`config.mk`:
```
export PLATFORM = sky130hd
export DESIGN_NAME = cdgc_top
export DESIGN_NICKNAME = d
export VERILOG_FILES = /design/src/cdgc_pkg.sv /design/src/cdgc_top.sv
export VERILOG_INCLUDE_DIRS = /design/src
export SDC_FILE = /design/constraint.sdc
export NUM_CORES = 1
export LEC_CHECK = 0
export ABC_CLOCK_PERIOD_IN_PS = 800
export BUFFER_PORTS_ARGS = -buffer_cell sky130_fd_sc_hd__buf_2
export CORE_MARGIN = 3
export CORE_UTILIZATION = 44
export DETAILED_ROUTE_END_ITERATION = 6
export GPL_ROUTABILITY_DRIVEN = 0
export GPL_TIMING_DRIVEN = 0
export PLACE_DENSITY = 0.83
export SYNTH_ARGS = -nofsm -noshare
export SYNTH_HDL_FRONTEND = slang
export SYNTH_SLANG_ARGS = --single-unit
```
`constraint.sdc`:
```
create_clock -name i_clk -period 0.8 [get_ports i_clk]
set_input_delay 0.08 -clock i_clk [delete_from_list [all_inputs] [get_ports i_clk]]
set_output_delay 0.08 -clock i_clk [all_outputs]
set_load 0.01 [all_outputs]
```
`src/cdgc_consts.svh`:
```
/*
 holds offsets, bit positions and reset values of the card detect
 and general control register, plus the functional notes.
 assumes inclusion by bare name from the top module.
*/
// Functional notes
// - bit 7 reads live second voltage-sense level
// - bit 6 reads live first voltage-sense level
// - write 1 bit 5 raises card-detect change
// - trigger ignored while card-detect enable clear
// - trigger bit write-only, reads zero, self-clearing
// - explicit-clear mode write also clears trigger
// - wake enable plus detect change drives wake low
// - wake stays low until change flag cleared; the code also releases it when wake enable is cleared
// - bit 1 selects register reset on removal
// - bits 3, 2, 0 read zero, ignore writes
// - all control bits zero after reset
// - flag clears on read or explicit write
`ifndef CDGC_CONSTS_SVH
`define CDGC_CONSTS_SVH
`define CDGC_OFFSET 8'h16
`define CDGC_CSC_OFFSET 8'h04
`define CDGC_BIT_VS2 7
`define CDGC_BIT_VS1 6
`define CDGC_BIT_TRIG 5
`define CDGC_BIT_WAKE 4
`define CDGC_BIT_RSEL 1
`define CDGC_CSC_BIT_CD 3
`define CDGC_RESET_CTRL 1'b0
// edges after reset release until synchroniser and history hold pins
`define CDGC_SYNC_FILL 2'h3
`endif

```
`src/cdgc_pkg.sv`:
```
/*
 types shared by the card detect and general control block.
 assumes the constants header sits in the same folder.
*/
package cdgc_pkg;
   // card-side input levels, grouped
   typedef struct packed {
      logic vs2;
      logic vs1;
      logic [1:0] cd;
   } cdgc_card_t;
   // host register access
   typedef struct packed {
      logic rd;
      logic wr;
      logic [7:0] addr;
      logic [7:0] wdata;
   } cdgc_req_t;
endpackage

```
`src/cdgc_top.sv`:
```
/*
 card detect and general control register of one socket: voltage-sense
 status, software card-detect trigger, wake output and removal select.
 assumes a single-cycle index bus from the host, card pins asynchronous,
 and interrupt enable / flag-clear mode provided by neighbouring logic.
*/
`timescale 1ns/1ps
`include "cdgc_consts.svh"
module cdgc_top (
   input wire logic i_clk,
   input wire logic i_rst_b,
   input wire cdgc_pkg::cdgc_req_t i_req,
   input wire cdgc_pkg::cdgc_card_t i_card,
   input wire logic i_cd_int_enable,
   input wire logic i_flag_clear_mode,
   output logic [7:0] o_rdata,
   output logic o_card_detect_csc,
   output logic o_soft_cd_pulse,
   output logic o_ring_indicate_wake_out,
   output logic o_reset_on_removal_select,
   output logic o_removal_reset
);
   // reset release through two flops
   logic rst_s1_q, rst_b_q;
   always_ff @(posedge i_clk or negedge i_rst_b) begin
      if (!i_rst_b) begin
         rst_s1_q <= 1'b0;
         rst_b_q <= 1'b0;
      end else begin
         rst_s1_q <= 1'b1;
         rst_b_q <= rst_s1_q;
      end
   end

   // two-flop synchroniser for card pins
   cdgc_pkg::cdgc_card_t card_s1_q, card_q;
   always_ff @(posedge i_clk or negedge rst_b_q) begin
      if (!rst_b_q) begin
         card_s1_q <= '0;
         card_q <= '0;
      end else begin
         card_s1_q <= i_card;
         card_q <= card_s1_q;
      end
   end

   // previous detect level for change sensing
   logic [1:0] cd_prev_q; // detect pins one cycle back
   logic [1:0] fill_q; // edges since reset release, saturating
   logic cd_valid; // synchroniser and history hold real samples
   logic cd_change; // any detect pin moved
   // history of the detect pins
   always_ff @(posedge i_clk or negedge rst_b_q) begin
      if (!rst_b_q) begin
         cd_prev_q <= 2'h0;
      end else begin
         cd_prev_q <= card_q.cd;
      end
   end
   // sync flops reset to zero while an empty slot idles high, so
   // changes stay masked until both sync stages and the history are
   // loaded; otherwise an empty slot fakes a change after reset
   always_ff @(posedge i_clk or negedge rst_b_q) begin
      if (!rst_b_q) begin
         fill_q <= 2'h0;
      end else if (fill_q != `CDGC_SYNC_FILL) begin
         fill_q <= fill_q + 2'h1;
      end
   end
   assign cd_valid = (fill_q == `CDGC_SYNC_FILL);
   assign cd_change = cd_valid && (cd_prev_q != card_q.cd);
   // removal: detect lines leave the seated level 00
   logic removal;
   assign removal = cd_valid && (cd_prev_q == 2'h0) &&
                    (card_q.cd != 2'h0);

   // access decode
   logic wr_me, rd_csc, wr_csc;
   assign wr_me = i_req.wr && (i_req.addr == `CDGC_OFFSET);
   assign rd_csc = i_req.rd && (i_req.addr == `CDGC_CSC_OFFSET);
   assign wr_csc = i_req.wr && (i_req.addr == `CDGC_CSC_OFFSET);

   // control bits, only 4 and 1 are storage
   logic wake_en_q, rsel_q;
   always_ff @(posedge i_clk or negedge rst_b_q) begin
      if (!rst_b_q) begin
         wake_en_q <= `CDGC_RESET_CTRL;
         rsel_q <= `CDGC_RESET_CTRL;
      end else if (wr_me) begin
         wake_en_q <= i_req.wdata[`CDGC_BIT_WAKE];
         rsel_q <= i_req.wdata[`CDGC_BIT_RSEL];
      end
   end
   assign o_reset_on_removal_select = rsel_q;

   // software trigger: one pulse, never stored (also what a csc
   // explicit clear would wipe, so nothing persists)
   logic trig;
   assign trig = wr_me && i_req.wdata[`CDGC_BIT_TRIG] &&
                 i_cd_int_enable;
   logic trig_clear;
   assign trig_clear = i_flag_clear_mode && wr_csc &&
                       i_req.wdata[`CDGC_CSC_BIT_CD];

   // card-detect change flag; set beats clear
   logic csc_q;
   logic csc_clr;
   always_comb begin
      if (i_flag_clear_mode)
         csc_clr = trig_clear;
      else
         csc_clr = rd_csc;
   end
   always_ff @(posedge i_clk or negedge rst_b_q) begin
      if (!rst_b_q) begin
         csc_q <= 1'b0;
      end else if (trig || cd_change) begin
         csc_q <= 1'b1;
      end else if (csc_clr) begin
         csc_q <= 1'b0;
      end
   end
   assign o_card_detect_csc = csc_q;

   // pulse register for the trigger event
   logic pulse_q;
   always_ff @(posedge i_clk or negedge rst_b_q) begin
      if (!rst_b_q) pulse_q <= 1'b0;
      else pulse_q <= trig && !trig_clear;
   end
   assign o_soft_cd_pulse = pulse_q;

   // wake output, low while armed event pending
   logic wake_low_q;
   always_ff @(posedge i_clk or negedge rst_b_q) begin
      if (!rst_b_q) begin
         wake_low_q <= 1'b0;
      end else if (!wake_en_q) begin
         wake_low_q <= 1'b0;
      end else if (cd_change) begin
         wake_low_q <= 1'b1;
      end else if (csc_clr) begin
         wake_low_q <= 1'b0;
      end
   end
   assign o_ring_indicate_wake_out = !wake_low_q;

   // removal reset pulse for the socket's compatibility registers
   logic rem_q;
   always_ff @(posedge i_clk or negedge rst_b_q) begin
      if (!rst_b_q) rem_q <= 1'b0;
      else rem_q <= removal && rsel_q;
   end
   assign o_removal_reset = rem_q;

   // read data: registered, reserved bits zero, trigger reads zero
   always_ff @(posedge i_clk or negedge rst_b_q) begin
      if (!rst_b_q) begin
         o_rdata <= 8'h00;
      end else if (i_req.rd && i_req.addr == `CDGC_OFFSET) begin
         o_rdata <= {card_q.vs2, card_q.vs1, 1'b0, wake_en_q,
                     2'b00, rsel_q, 1'b0};
      end else begin
         o_rdata <= 8'h00;
      end
   end
endmodule // cdgc_top
```
---- Word level (Yosys, flattened, before mapping) ----
Index checks and enable logic that the tools add are counted.
storage, ports and cells
  output and inout bits ................... 13
  input bits .............................. 26
  flip-flop bits (word level) ............. 28
cells by class
  equality and inequality tests ........... 6
  add/subtract/negate cells ............... 1
  reductions and logical operators ........ 19
  multiplexer cells ....................... 6
operator list
  operator                                                number
  logical AND 1 bit                                       13
  == test 8 x 3 -> 1 bit (second input constant)          1
  == test 8 x 5 -> 1 bit (second input constant)          1
  2-to-1 mux 8 bit                                        1
  2-to-1 mux 1 bit                                        5
  nonzero test 2 bit                                      2
  inequality test 3 x 2 -> 1 bit (second input constant)  1
  adder 2 x 1 -> 2 bit (second input constant)            1
  == test 2 bit (second input constant)                   1
  zero test 1 bit                                         2
  zero test 2 bit                                         1
  inequality test 2 bit                                   1
  inequality test 2 bit (second input constant)           1
  logical OR 1 bit                                        1

---- Depth between registers and ports, before layout ----
Gate-level depths: netlist (run 1).
  depth after elaboration ................. 8
  depth in mapped cells ................... 3

---- Least setup slack after synthesis (run 1) ----
Ideal clock, no wire load.
  kind .................................... reg-to-reg
  from .................................... register fill_q[0]
  to ...................................... register fill_q[1]
  period minus slack after synthesis ...... 1.016 ns
  data required time ...................... 0.675 ns
  data arrival time ....................... 0.892 ns
  path buffers ............................ 0
  library setup time ...................... 0.125 ns
  stages on the path, launching flop included .. 3
  setup slack ............................. -0.216 ns
  cell sequence ........................... dfrtp_1 ha_1 mux2_2
on the way
  cells in the longest elaborated chain, start to end .. 1
  elaborated cells on any way between the ends .. 2
  those cells by class .................... add/sub (1); eq/ne (1)
RTL lines
  item                                                                  RTL line        RTL
  start, declared                                                       cdgc_top.sv:49  logic [1:0] fill_q;
  start signal, assigned                                                cdgc_top.sv:67  fill_q <= fill_q + 2'h1;
  adder 2 x 1 -> 2 bit / inequality test 2 bit (equally long branches)  -
Several ways; a longest one is shown, not always the timed one.
A chain may end at the register's enable or synchronous reset.

---- Worst setup path in the final report (run 1) ----
  from .................................... register fill_q[1]
  to ...................................... register fill_q[1]
Same word-level chain as after synthesis.

==> results of run 1 <==
registers in the layout, indices dropped and copies added, names as in the netlist:
name                       cells
card_q                         4
card_s1_q                      4
cd_prev_q                      2
fill_q                         2
o_card_detect_csc              1
o_rdata                        4
o_removal_reset                1
o_reset_on_removal_select      1
o_soft_cd_pulse                1
rst_b_q                        1
rst_s1_q                       1
wake_en_q                      1
wake_low_q                     1
Yosys cell counts, drive strengths merged:
| master | instances |
|---|---|
| o22ai | 1 |
| dfrtp | 24 |
| xor2 | 2 |
| nand4 | 1 |
| nor2 | 5 |
| nor2b | 1 |
| and2 | 1 |
| nand3 | 2 |
| and3 | 1 |
| ha | 1 |
| and4bb | 1 |
| mux2 | 3 |
| o211ai | 1 |
| inv | 7 |
| xnor2 | 1 |
| o211a | 1 |
| o21ai | 1 |
| nor4b | 1 |
| conb | 2 |
| nor4 | 2 |
| nand2 | 2 |
| buf | 4 |
path summary, 6_finish.rpt:
check | cells after the start | startpoint | end | slack [ps]
setup / recovery | 2 | fill_q[1] | fill_q[1] | -240
hold / removal | 2 | i_req[4] | wake_en_q | 20
setup reg to reg | 2 | fill_q[1] | fill_q[1] | -240
hold reg to reg | 0 | rst_b_q | cd_prev_q[0] | 230
max in group asynchronous | 0 | rst_b_q | o_rdata[7] | 260
min in group asynchronous | 2 | i_rst_b | rst_b_q | 80
per-layer routing:
| layer | track usage | vias up | share of wire |
|---|---|---|---|
| met2 | 0.267 | 32 | 0.50 |
| met4 | 0.0987 | 0 | 0.035 |
| met1 | 0.184 | 294 | 0.39 |
| li1 | - | 313 | - |
| met3 | 0.0267 | 8 | 0.075 |
| met5 | 0 | - | 0 |
stage by stage:
step           instance area, µm²  instances  TNS (ps)
6_report                     1330        145     -2000
5_1_grt                      1330        145     -2760
4_1_cts                      1270        140     -1920
3_5_place_dp                 1080        123     -5620
3_3_place_gp                 1080        123     -3710
2_1_floorplan                 895         68      -840
cells in the final DEF (no fill, tap or decap), drive strengths merged:
| cell type | netlist | layout |
|---|---|---|
| nor4b | 1 | 1 |
| o211a | 1 | 1 |
| ha | 1 | 1 |
| nor4 | 2 | 2 |
| and3 | 1 | 1 |
| nand3 | 2 | 2 |
| o21ai | 1 | 1 |
| dfrtp | 24 | 24 |
| xnor2 | 1 | 1 |
| o22ai | 1 | 1 |
| and2 | 1 | 1 |
| conb | 2 | 5 |
| o211ai | 1 | 1 |
| nor2b | 1 | 1 |
| nand4 | 1 | 1 |
| bufinv | 0 | 1 |
| mux2 | 3 | 3 |
| nor2 | 5 | 5 |
| buf | 4 | 46 |
| xor2 | 2 | 2 |
| dlygate4sd3 | 0 | 6 |
| nand2 | 2 | 2 |
| and4bb | 1 | 1 |
| clkbuf | 0 | 3 |
| inv | 7 | 7 |
kinds of logic after synthesis:
logic type,count (synthesis),synth area share
DFF,24,0.682
and+or+nand+nor,17,0.131
buffers and inverters,11,0.0639
AOI/OAI and AO/OA,4,0.0327
xor gates and xnor gates,3,0.0298
muxes,3,0.0383
other,2,0.00853
adders and majority gates,1,0.0142
where the power goes:
part           leakage, nW  switching [W]  total, W  internal [W]
sequential           0.290      0.0000386   0.00129       0.00125
combinational        0.388      0.0000780  0.000205      0.000127
clock               0.0279       0.000346  0.000852      0.000506
worst max-delay path, delay by kind of cell, from the launching register on:
family,cells,cell delay (ps)
flip-flops,1,440
adder cells (fa/ha/maj),1,240
multiplexers,1,260
cell type report:
class | count | share of cell area
Timing Repair Buffer | 48 | 0.240
Inverter | 7 | 0.0197
Clock buffer | 3 | 0.0169
Sequential cell | 24 | 0.451
Multi-Input combinational cell | 33 | 0.204
Buffer | 4 | 0.0225
Clock inverter | 1 | 0.0225
Tap cell | 25 | 0.0235
repair_timing:
action | in CTS | in global routing
endpoints found under the setup margin | 38 | 17
cloned | 0 | 0
resized for setup | 8 | 5
buffers inserted | 7 | 5
hold buffers | 6 | 0
pin swaps | 3 | 7
endpoints found under the hold margin | 7 | 0
==> metrics.md, run 1 <==
| Metric | Value |
|---|---|
| Boundary Pins | 39 |
| Worst path slowest cell | dfrtp_1 |
| Yosys cell types | 24 |
| Number of buffers added on ports | 30 |
| Slew Viols, Final | 0 |
| Leak | 0.707 nW |
| CP Data Required Time | approximately 1000 ps |
| First-pass GRT wire length | ~3 mm |
| Area Growth Syn to Fin | 51.4% |
| Initial Util | 0.489 |
| DRT iter0 DRCs | 2 |
| Num CTS Buffers | 3 |
| Vias per inst | 4.46 |
| Finished Core Util | 0.740 |
| Maximum vdd drop | 1540 µV |
| Root buffer cell | clkbuf_4 |
| Tcrit/Tclk final | 1.30 |
| Row cnt | 15 |
| RSZ-0062 raised after global routing | yes |
| Final setup margin | -240 ps |
| Clock-pin slew on the worst setup and hold paths | 130 ps |
| ANT nets after route | 0 |
| # diodes | 0 |
| Vias | 647 |
| DR DRC count | 0 |
| Hold Slack | 21.4 ps |
| Fmax | 961 MHz |
| Final setup vio count | 15 |
| Die Wd | between 50 and 60 µm |
| Ranking of synthesized cells by area | dfrtp_1, buf_4, inv_1, nor4b_4, mux2_1 |
| Yosys top cell area share | 0.682 |
| Worst Skew | 2.29 ps |
| Total power | 0.00235 W |
| Clock Tree Buf Depth | 2 |
| Clock latency on the worst-skew pair | approximately 310 ps |
| Failing checks | setup timing |
| MaxCap Viol Count | 0 |
| Cell Chain, Critical Path | ha_4 > mux2_2 |
| Nets | 148 |
| Hold crit path type | input port to flop |
| Sequential-to-total area share from yosys stat | 0.682 |
| # H-tree levels | 1 |
| CTS tree | built |
| Initial antenna violation count | 0 |
| Synth area leader | dfrtp_1 |
| Full die area | 2570 µm² |
| Global Route Usage Sum | 0.158 |
| Worst slack at placement | -404 ps |
| Post-DP HPWL | between 1 and 1.5 mm |
| Status | finished with violations |
| Final-report hold violation count | 0 |
| Number of global-route vias before repair | 658 |
| Synthesized instance count | 65 |
| Area of the multi-input gates | 272 µm² |
| Pwr per Cell Area | 1760 nW/µm² |
| Sequential cell area | 602 µm² |
| Share of layout cells above drive strength 1 | 0.517 |
| Final worst path period need | 1040 ps |
| Total core area | 1800 µm² |
| Die height | 50.7 µm |
| Routed wire per std cell | 13.0 µm |
| CP startpoint kind | flop |
| Final WL | 1.88 mm |
| Largest stage delay on the critical path | 440 ps |
| Setup CP Type | flop to flop |
| Mapped Area | between 800 and 900 µm² |
| Largest net degree at the start of global routing | 23 |
| Yosys warns | 0 |
| Overflow after GRT | 0 |
| CP arrival | approximately 1300 ps |
| CTS sink cnt | 24 |
| Crit Path Max Fanout | 2 |
| Post-synthesis sequential element count | 24 |
| Fillers | 126 |
| First-pass iteration count of the detailed router | 2 |
| Syn avg cell area | 13.6 µm² |
| Nature of the critical path endpoint | flop |
Power figures use the tool's default switching activity.
==> run 2, diff against run 1 <==
- PLACE_DENSITY: 0.83 -> 0.79
==> run 2 against run 1 <==
  * The flow still finishes with violations (setup timing)
  * Sequential share of layout area is 1.7 points higher
  * Die area stayed put
  * Cell count is 1.4% lower
  * Non-clock buffer count is 1 lower
  * Sequential cell count stayed put
  * Clock-buffer cell count stayed put
  * Critical path type unchanged
  * Critical endpoint unchanged
==> metrics.md, run 2 (synthesis gave the netlist of run 1 again) <==
| Metric | Value |
|---|---|
| Status | finished with violations |
| Failing checks | setup timing |
| Initial antenna violation count | 0 |
| First-pass GRT wire length | between 2 and 3 mm |
| Pwr per Cell Area | 1540 nW/µm² |
| Sequential cell area | 602 µm² |
| Met2 Track Usage GR | 0.289 |
| Area Growth Syn to Fin | 46.0% |
| Worst reg-to-reg setup slack | -220 ps |
| Worst r2r src | fill_q[1] |
| # H-tree levels | 1 |
| Reg-to-Reg End | fill_q[1] |
| # placed instances | 123 |
| Num CTS Buffers | 3 |
| MaxCap Viol Count | 0 |
| DR DRC count | 0 |
| Hold wc startpoint | i_req[16] |
| Biggest regs | card_q: 4 flops, card_s1_q: 4 flops, o_rdata: 4 flops |
| Commonest non-fill, non-tap cells in the layout | buf_2, dfrtp_1, buf_4, inv_1, dlygate4sd3_1 |
| Root buffer cell | clkbuf_4 |
| Clock power share | 0.250 |
| Final setup margin | -222 ps |
| Row cnt | 15 |
| GRT Max-Usage Layer | met2 |
| Worst Skew | around 3.4 ps |
| CP arrival | 1230 ps |
| M1 GR Usage | 0.157 |
| RSZ-0062 raised after global routing | yes |
| Vias per inst | 4.65 |
| Fmax | 978 MHz |
| Internal power | approximately 0.0016 W |
| Worst slack at placement | -378 ps |
| Clock latency on the worst-skew pair | 310 ps |
| Commonest non-fill, non-tap cell in the layout | buf_2 |
| CTS sink cnt | 24 |
| Fillers | about 140 |
| Hold Path Cell Cnt | 3 |
| Non-filler cells, final | 143 |
| Tcrit/Tclk final | 1.28 |
| Nets | about 150 |
| Die Wd | 50.7 µm |
| Final WL | 1.75 mm |
| CTS tree | built |
| Final worst path period need | 1020 ps |
| Overflow after GRT | 0 |
| Final setup vio count | 16 |
| Maximum vdd drop | 1120 µV |
| Area of the multi-input gates | approximately 280 µm² |
| Slew Viols, Final | 0 |
| Finished Core Util | 0.714 |
| Total core area | 1800 µm² |
| CP Data Required Time | 1010 ps |
| Share of layout cells above drive strength 1 | 0.500 |
| Routed wire per std cell | roughly 12 µm |
| CP startpoint kind | flop |
| Worst reg-to-reg path cell count | 2 |
| ANT nets after route | 0 |
| Vias | 665 |
| Nature of the critical path endpoint | flop |
| Crit Path Max Fanout | 2 |
| Met3 GRT Util | 0.0386 |
| Register share of total power | 0.649 |
| Switching power | 0.000434 W |
| Final-report hold violation count | 0 |
| Number of buffers added on ports | 30 |
| Boundary Pins | 39 |
| Setup CP Type | flop to flop |
| # diodes | 0 |
| Sw Share | 0.219 |
| DRT iter0 DRCs | 9 |
| Global Route Usage Sum | 0.162 |
| Die height | 50.7 µm |
| First-pass iteration count of the detailed router | 2 |
| Clock-pin slew on the worst setup and hold paths | 110 ps |
| Full die area | 2570 µm² |
| Largest net degree at the start of global routing | 23 |
| Initial Util | 0.489 |
| Hold crit path type | input port to flop |
| Number of global-route vias before repair | roughly 680 |
| Post-DP HPWL | between 1 and 1.5 mm |
| Leak | 0.680 nW |
| Clock Tree Buf Depth | 2 |
| Hold Path End | o_soft_cd_pulse |
| Logic pwr share | 0.101 |
## run 2: power by group through the flow
stage	Combinational (W)	Sequential, W	Clock (W)
floorplan	0.0000594	0.00131	0
global placement	0.000126	0.00131	0
detailed placement	0.000129	0.00132	0
CTS	0.000188	0.00129	0.000525
global route	0.000220	0.00130	0.000582
finish	0.000200	0.00129	0.000496
## run 2: critical path, cell delays in order (launching register included)
cell and delay [ps]:
dfrtp_1 430, ha_4 240, mux2_2 250
## run 2: timing repair
item	in CTS	in global routing
setup buffers	9	1
hold buffers	7	0
pin swaps	3	3
endpoints found under the setup margin	38	16
resized for setup	5	5
endpoints found under the hold margin	8	0
## run 2: cell type report
class / instances / area share
Sequential cell: 24 / 0.468
Timing Repair Buffer: 47 / 0.232
Multi-Input combinational cell: 33 / 0.214
Tap cell: 25 / 0.0243
Buffer: 4 / 0.0233
Inverter: 7 / 0.0204
Clock buffer: 3 / 0.0175
## run 2: per-layer routing
metal  wire (µm)  part of all wire  vias up
li1            -                 -      312
met1         629              0.36      315
met2         908              0.52       33
met3         158             0.090        5
met4          50             0.029        0
met5           0                 0        -
## run 2: worst max-delay path by stage
stage / startpoint / endpoint / slack, ps / cells after the start
after global routing: fill_q[1] / fill_q[1] / -240 / 2
after floorplan: fill_q[0] / fill_q[1] / -190 / 2
after CTS: fill_q[0] / fill_q[1] / -230 / 2
after detailed placement: i_req[13] / wake_en_q / -380 / 4
final: fill_q[1] / fill_q[1] / -220 / 2
after global placement: i_req[13] / wake_en_q / -350 / 4
## run 2: per-stage QoR
| stage | power, W | setup TNS, ps | hold WS, ps | area [µm²] |
|---|---|---|---|---|
| after floorplan | 0.00137 | -840 | -216 | 895 |
| after global placement | 0.00144 | -4400 | -135 | 1080 |
| after detailed placement | 0.00144 | -5390 | -133 | 1080 |
| after CTS | 0.00200 | -2020 | 26.0 | 1250 |
| after global routing | 0.00210 | -2510 | 61.7 | 1290 |
| final | 0.00198 | -1830 | 53.2 | 1290 |
==> run 3, diff against run 2 <==
- MAX_ROUTING_LAYER: not set -> met4
- RECOVER_POWER: not set -> 50
==> run 3 against run 2 <==
  * The flow still finishes with violations (setup timing)
  * Wire length decreased by 0.23%
  * Die area unchanged
  * Fmax hardly changed
  * Cell area barely moved
  * Combinational power is essentially flat
  * Sequential share of layout area hardly changed
  * Sequential cell count unchanged
  * Worst hold slack improved by 0.72 ps
  * Largest power group unchanged
==> metrics.md, run 3 (synthesis gave the netlist of run 1 again) <==
| Metric | Value |
|---|---|
| Commonest non-fill, non-tap cells in the layout | buf_2, dfrtp_1, buf_4, inv_1, dlygate4sd3_1 |
| Non-filler cells, final | 143 |
| Failing checks | setup timing |
| DRT iter0 DRCs | 7 |
| Tcrit/Tclk final | 1.28 |
| # placed instances | 123 |
| Final setup vio count | 16 |
| Number of buffers added on ports | 30 |
| Number of global-route vias before repair | between 600 and 700 |
| Largest net degree at the start of global routing | 23 |
| Biggest regs | card_q: 4 flops, card_s1_q: 4 flops, o_rdata: 4 flops |
| Clock Tree Buf Depth | 2 |
| First-pass GRT wire length | 2.95 mm |
| Post-DP HPWL | 1.09 mm |
| Leak | around 0.68 nW |
| CP startpoint kind | flop |
| Nets | 147 |
| Global Route Usage Sum | 0.168 |
| Status | finished with violations |
| Overflow after GRT | 0 |
| Row cnt | 15 |
| Initial antenna violation count | 0 |
| Vias per inst | 4.64 |
| Maximum vdd drop | around 1100 µV |
| Area Growth Syn to Fin | 45.9% |
| Setup CP Type | flop to flop |
| RSZ-0062 raised after global routing | yes |
| Worst r2r src | fill_q[1] |
| Switching power | 0.000433 W |
| Clock-pin slew on the worst setup and hold paths | 110 ps |
| Clock power share | 0.250 |
| Vias | ~660 |
| Die Wd | 50.7 µm |
| # H-tree levels | 1 |
| Nature of the critical path endpoint | flop |
| Worst reg-to-reg path cell count | 2 |
| CTS tree | built |
| Die height | 50.7 µm |
| CP Data Required Time | 1000 ps |
| Clock latency on the worst-skew pair | 310 ps |
| Setup crit start | fill_q[1] |
| CTS sink cnt | 24 |
| Share of layout cells above drive strength 1 | 0.492 |
| Internal power | 0.00155 W |
| # diodes | 0 |
| Pwr per Cell Area | 1540 nW/µm² |
| Worst Skew | 3.39 ps |
| Final-report hold violation count | 0 |
| ANT nets after route | 0 |
| Slew Viols, Final | 0 |
| Fmax | 978 MHz |
| Logic pwr share | 0.101 |
| Total core area | around 1800 µm² |
| Worst reg-to-reg setup slack | -220 ps |
| Full die area | 2570 µm² |
| Boundary Pins | 39 |
| Commonest non-fill, non-tap cell in the layout | buf_2 |
| MaxCap Viol Count | 0 |
| Num CTS Buffers | 3 |
| Crit Path Max Fanout | 2 |
| Hold crit path type | input port to flop |
| CP arrival | ~1200 ps |
| Final setup margin | -222 ps |
| Setup TNS | -1820 ps |
| Final WL | between 1.5 and 2 mm |
| Reg-to-Reg End | fill_q[1] |
| DR DRC count | 0 |
| Initial Util | 0.489 |
| CP Capture Point | fill_q[1] |
| Root buffer cell | clkbuf_4 |
| Routed wire per std cell | 12.2 µm |
| Final worst path period need | approximately 1000 ps |
| Register share of total power | 0.650 |
| Sw Share | 0.219 |
| First-pass iteration count of the detailed router | 2 |
==> run 3: per-layer routing <==
| metal | part of all wire | GRT usage | vias up |
|---|---|---|---|
| met5 | 0 | - | - |
| met4 | 0.032 | 0.126 | 0 |
| met3 | 0.091 | 0.0475 | 5 |
| met2 | 0.52 | 0.289 | 33 |
| met1 | 0.36 | 0.157 | 314 |
| li1 | - | - | 312 |
==> run 3: worst max-delay path, stage by stage (launching register included) <==
cell and delay, ps:
dfrtp_1 430, ha_4 240, mux2_2 250
==> run 3: through the flow <==
stage | hold WS, ps | cell area (µm²) | utilization | power [W] | setup slack (ps)
finish | 53.9 | 1280 | 0.713 | 0.00198 | -222
global route | 66.1 | 1280 | 0.713 | 0.00210 | -242
CTS | 26.0 | 1250 | 0.693 | 0.00200 | -231
detailed placement | -133 | 1080 | 0.597 | 0.00144 | -378
global placement | -135 | 1080 | 0.597 | 0.00144 | -353
floorplan | -216 | 895 | - | 0.00137 | -191
==> run 3: area by class of cell <==
class                      instances  area, µm²
fill                             136        517
buffer                             4       30.0
tap                               25       31.3
sequential                        24        602
inverter                           7       26.3
multi-input combinational         33        275
clock buffer                       3       22.5
timing repair buffer              47        298
==> run 3: how the worst min path moves through the flow <==
stage               startpoint              end  slack (ps)  depth (start not counted)
floorplan              i_rst_b          rst_b_q        -220                          0
global placement       i_rst_b         rst_s1_q        -140                          1
detailed placement     i_rst_b         rst_s1_q        -130                          1
CTS                  i_req[16]  o_soft_cd_pulse          30                          3
global route           i_rst_b         rst_s1_q          70                          2
finish               i_req[16]  o_soft_cd_pulse          50                          3
==> run 3: repair_timing <==
action,CTS,global route
hold buffers,7,0
endpoints found under the hold margin,8,0
gates resized for setup,5,5
setup buffers,9,1
pin swaps,3,3
endpoints found under the setup margin,38,16
==> run 3: power by group through the flow <==
stage          registers, W  clock network (W)  logic [W]
2_1_floorplan       0.00131                  0  0.0000594
3_5_place_dp        0.00132                  0   0.000129
3_3_place_gp        0.00131                  0   0.000126
4_1_cts             0.00129           0.000525   0.000188
6_report            0.00129           0.000495   0.000200
5_1_grt             0.00130           0.000588   0.000219
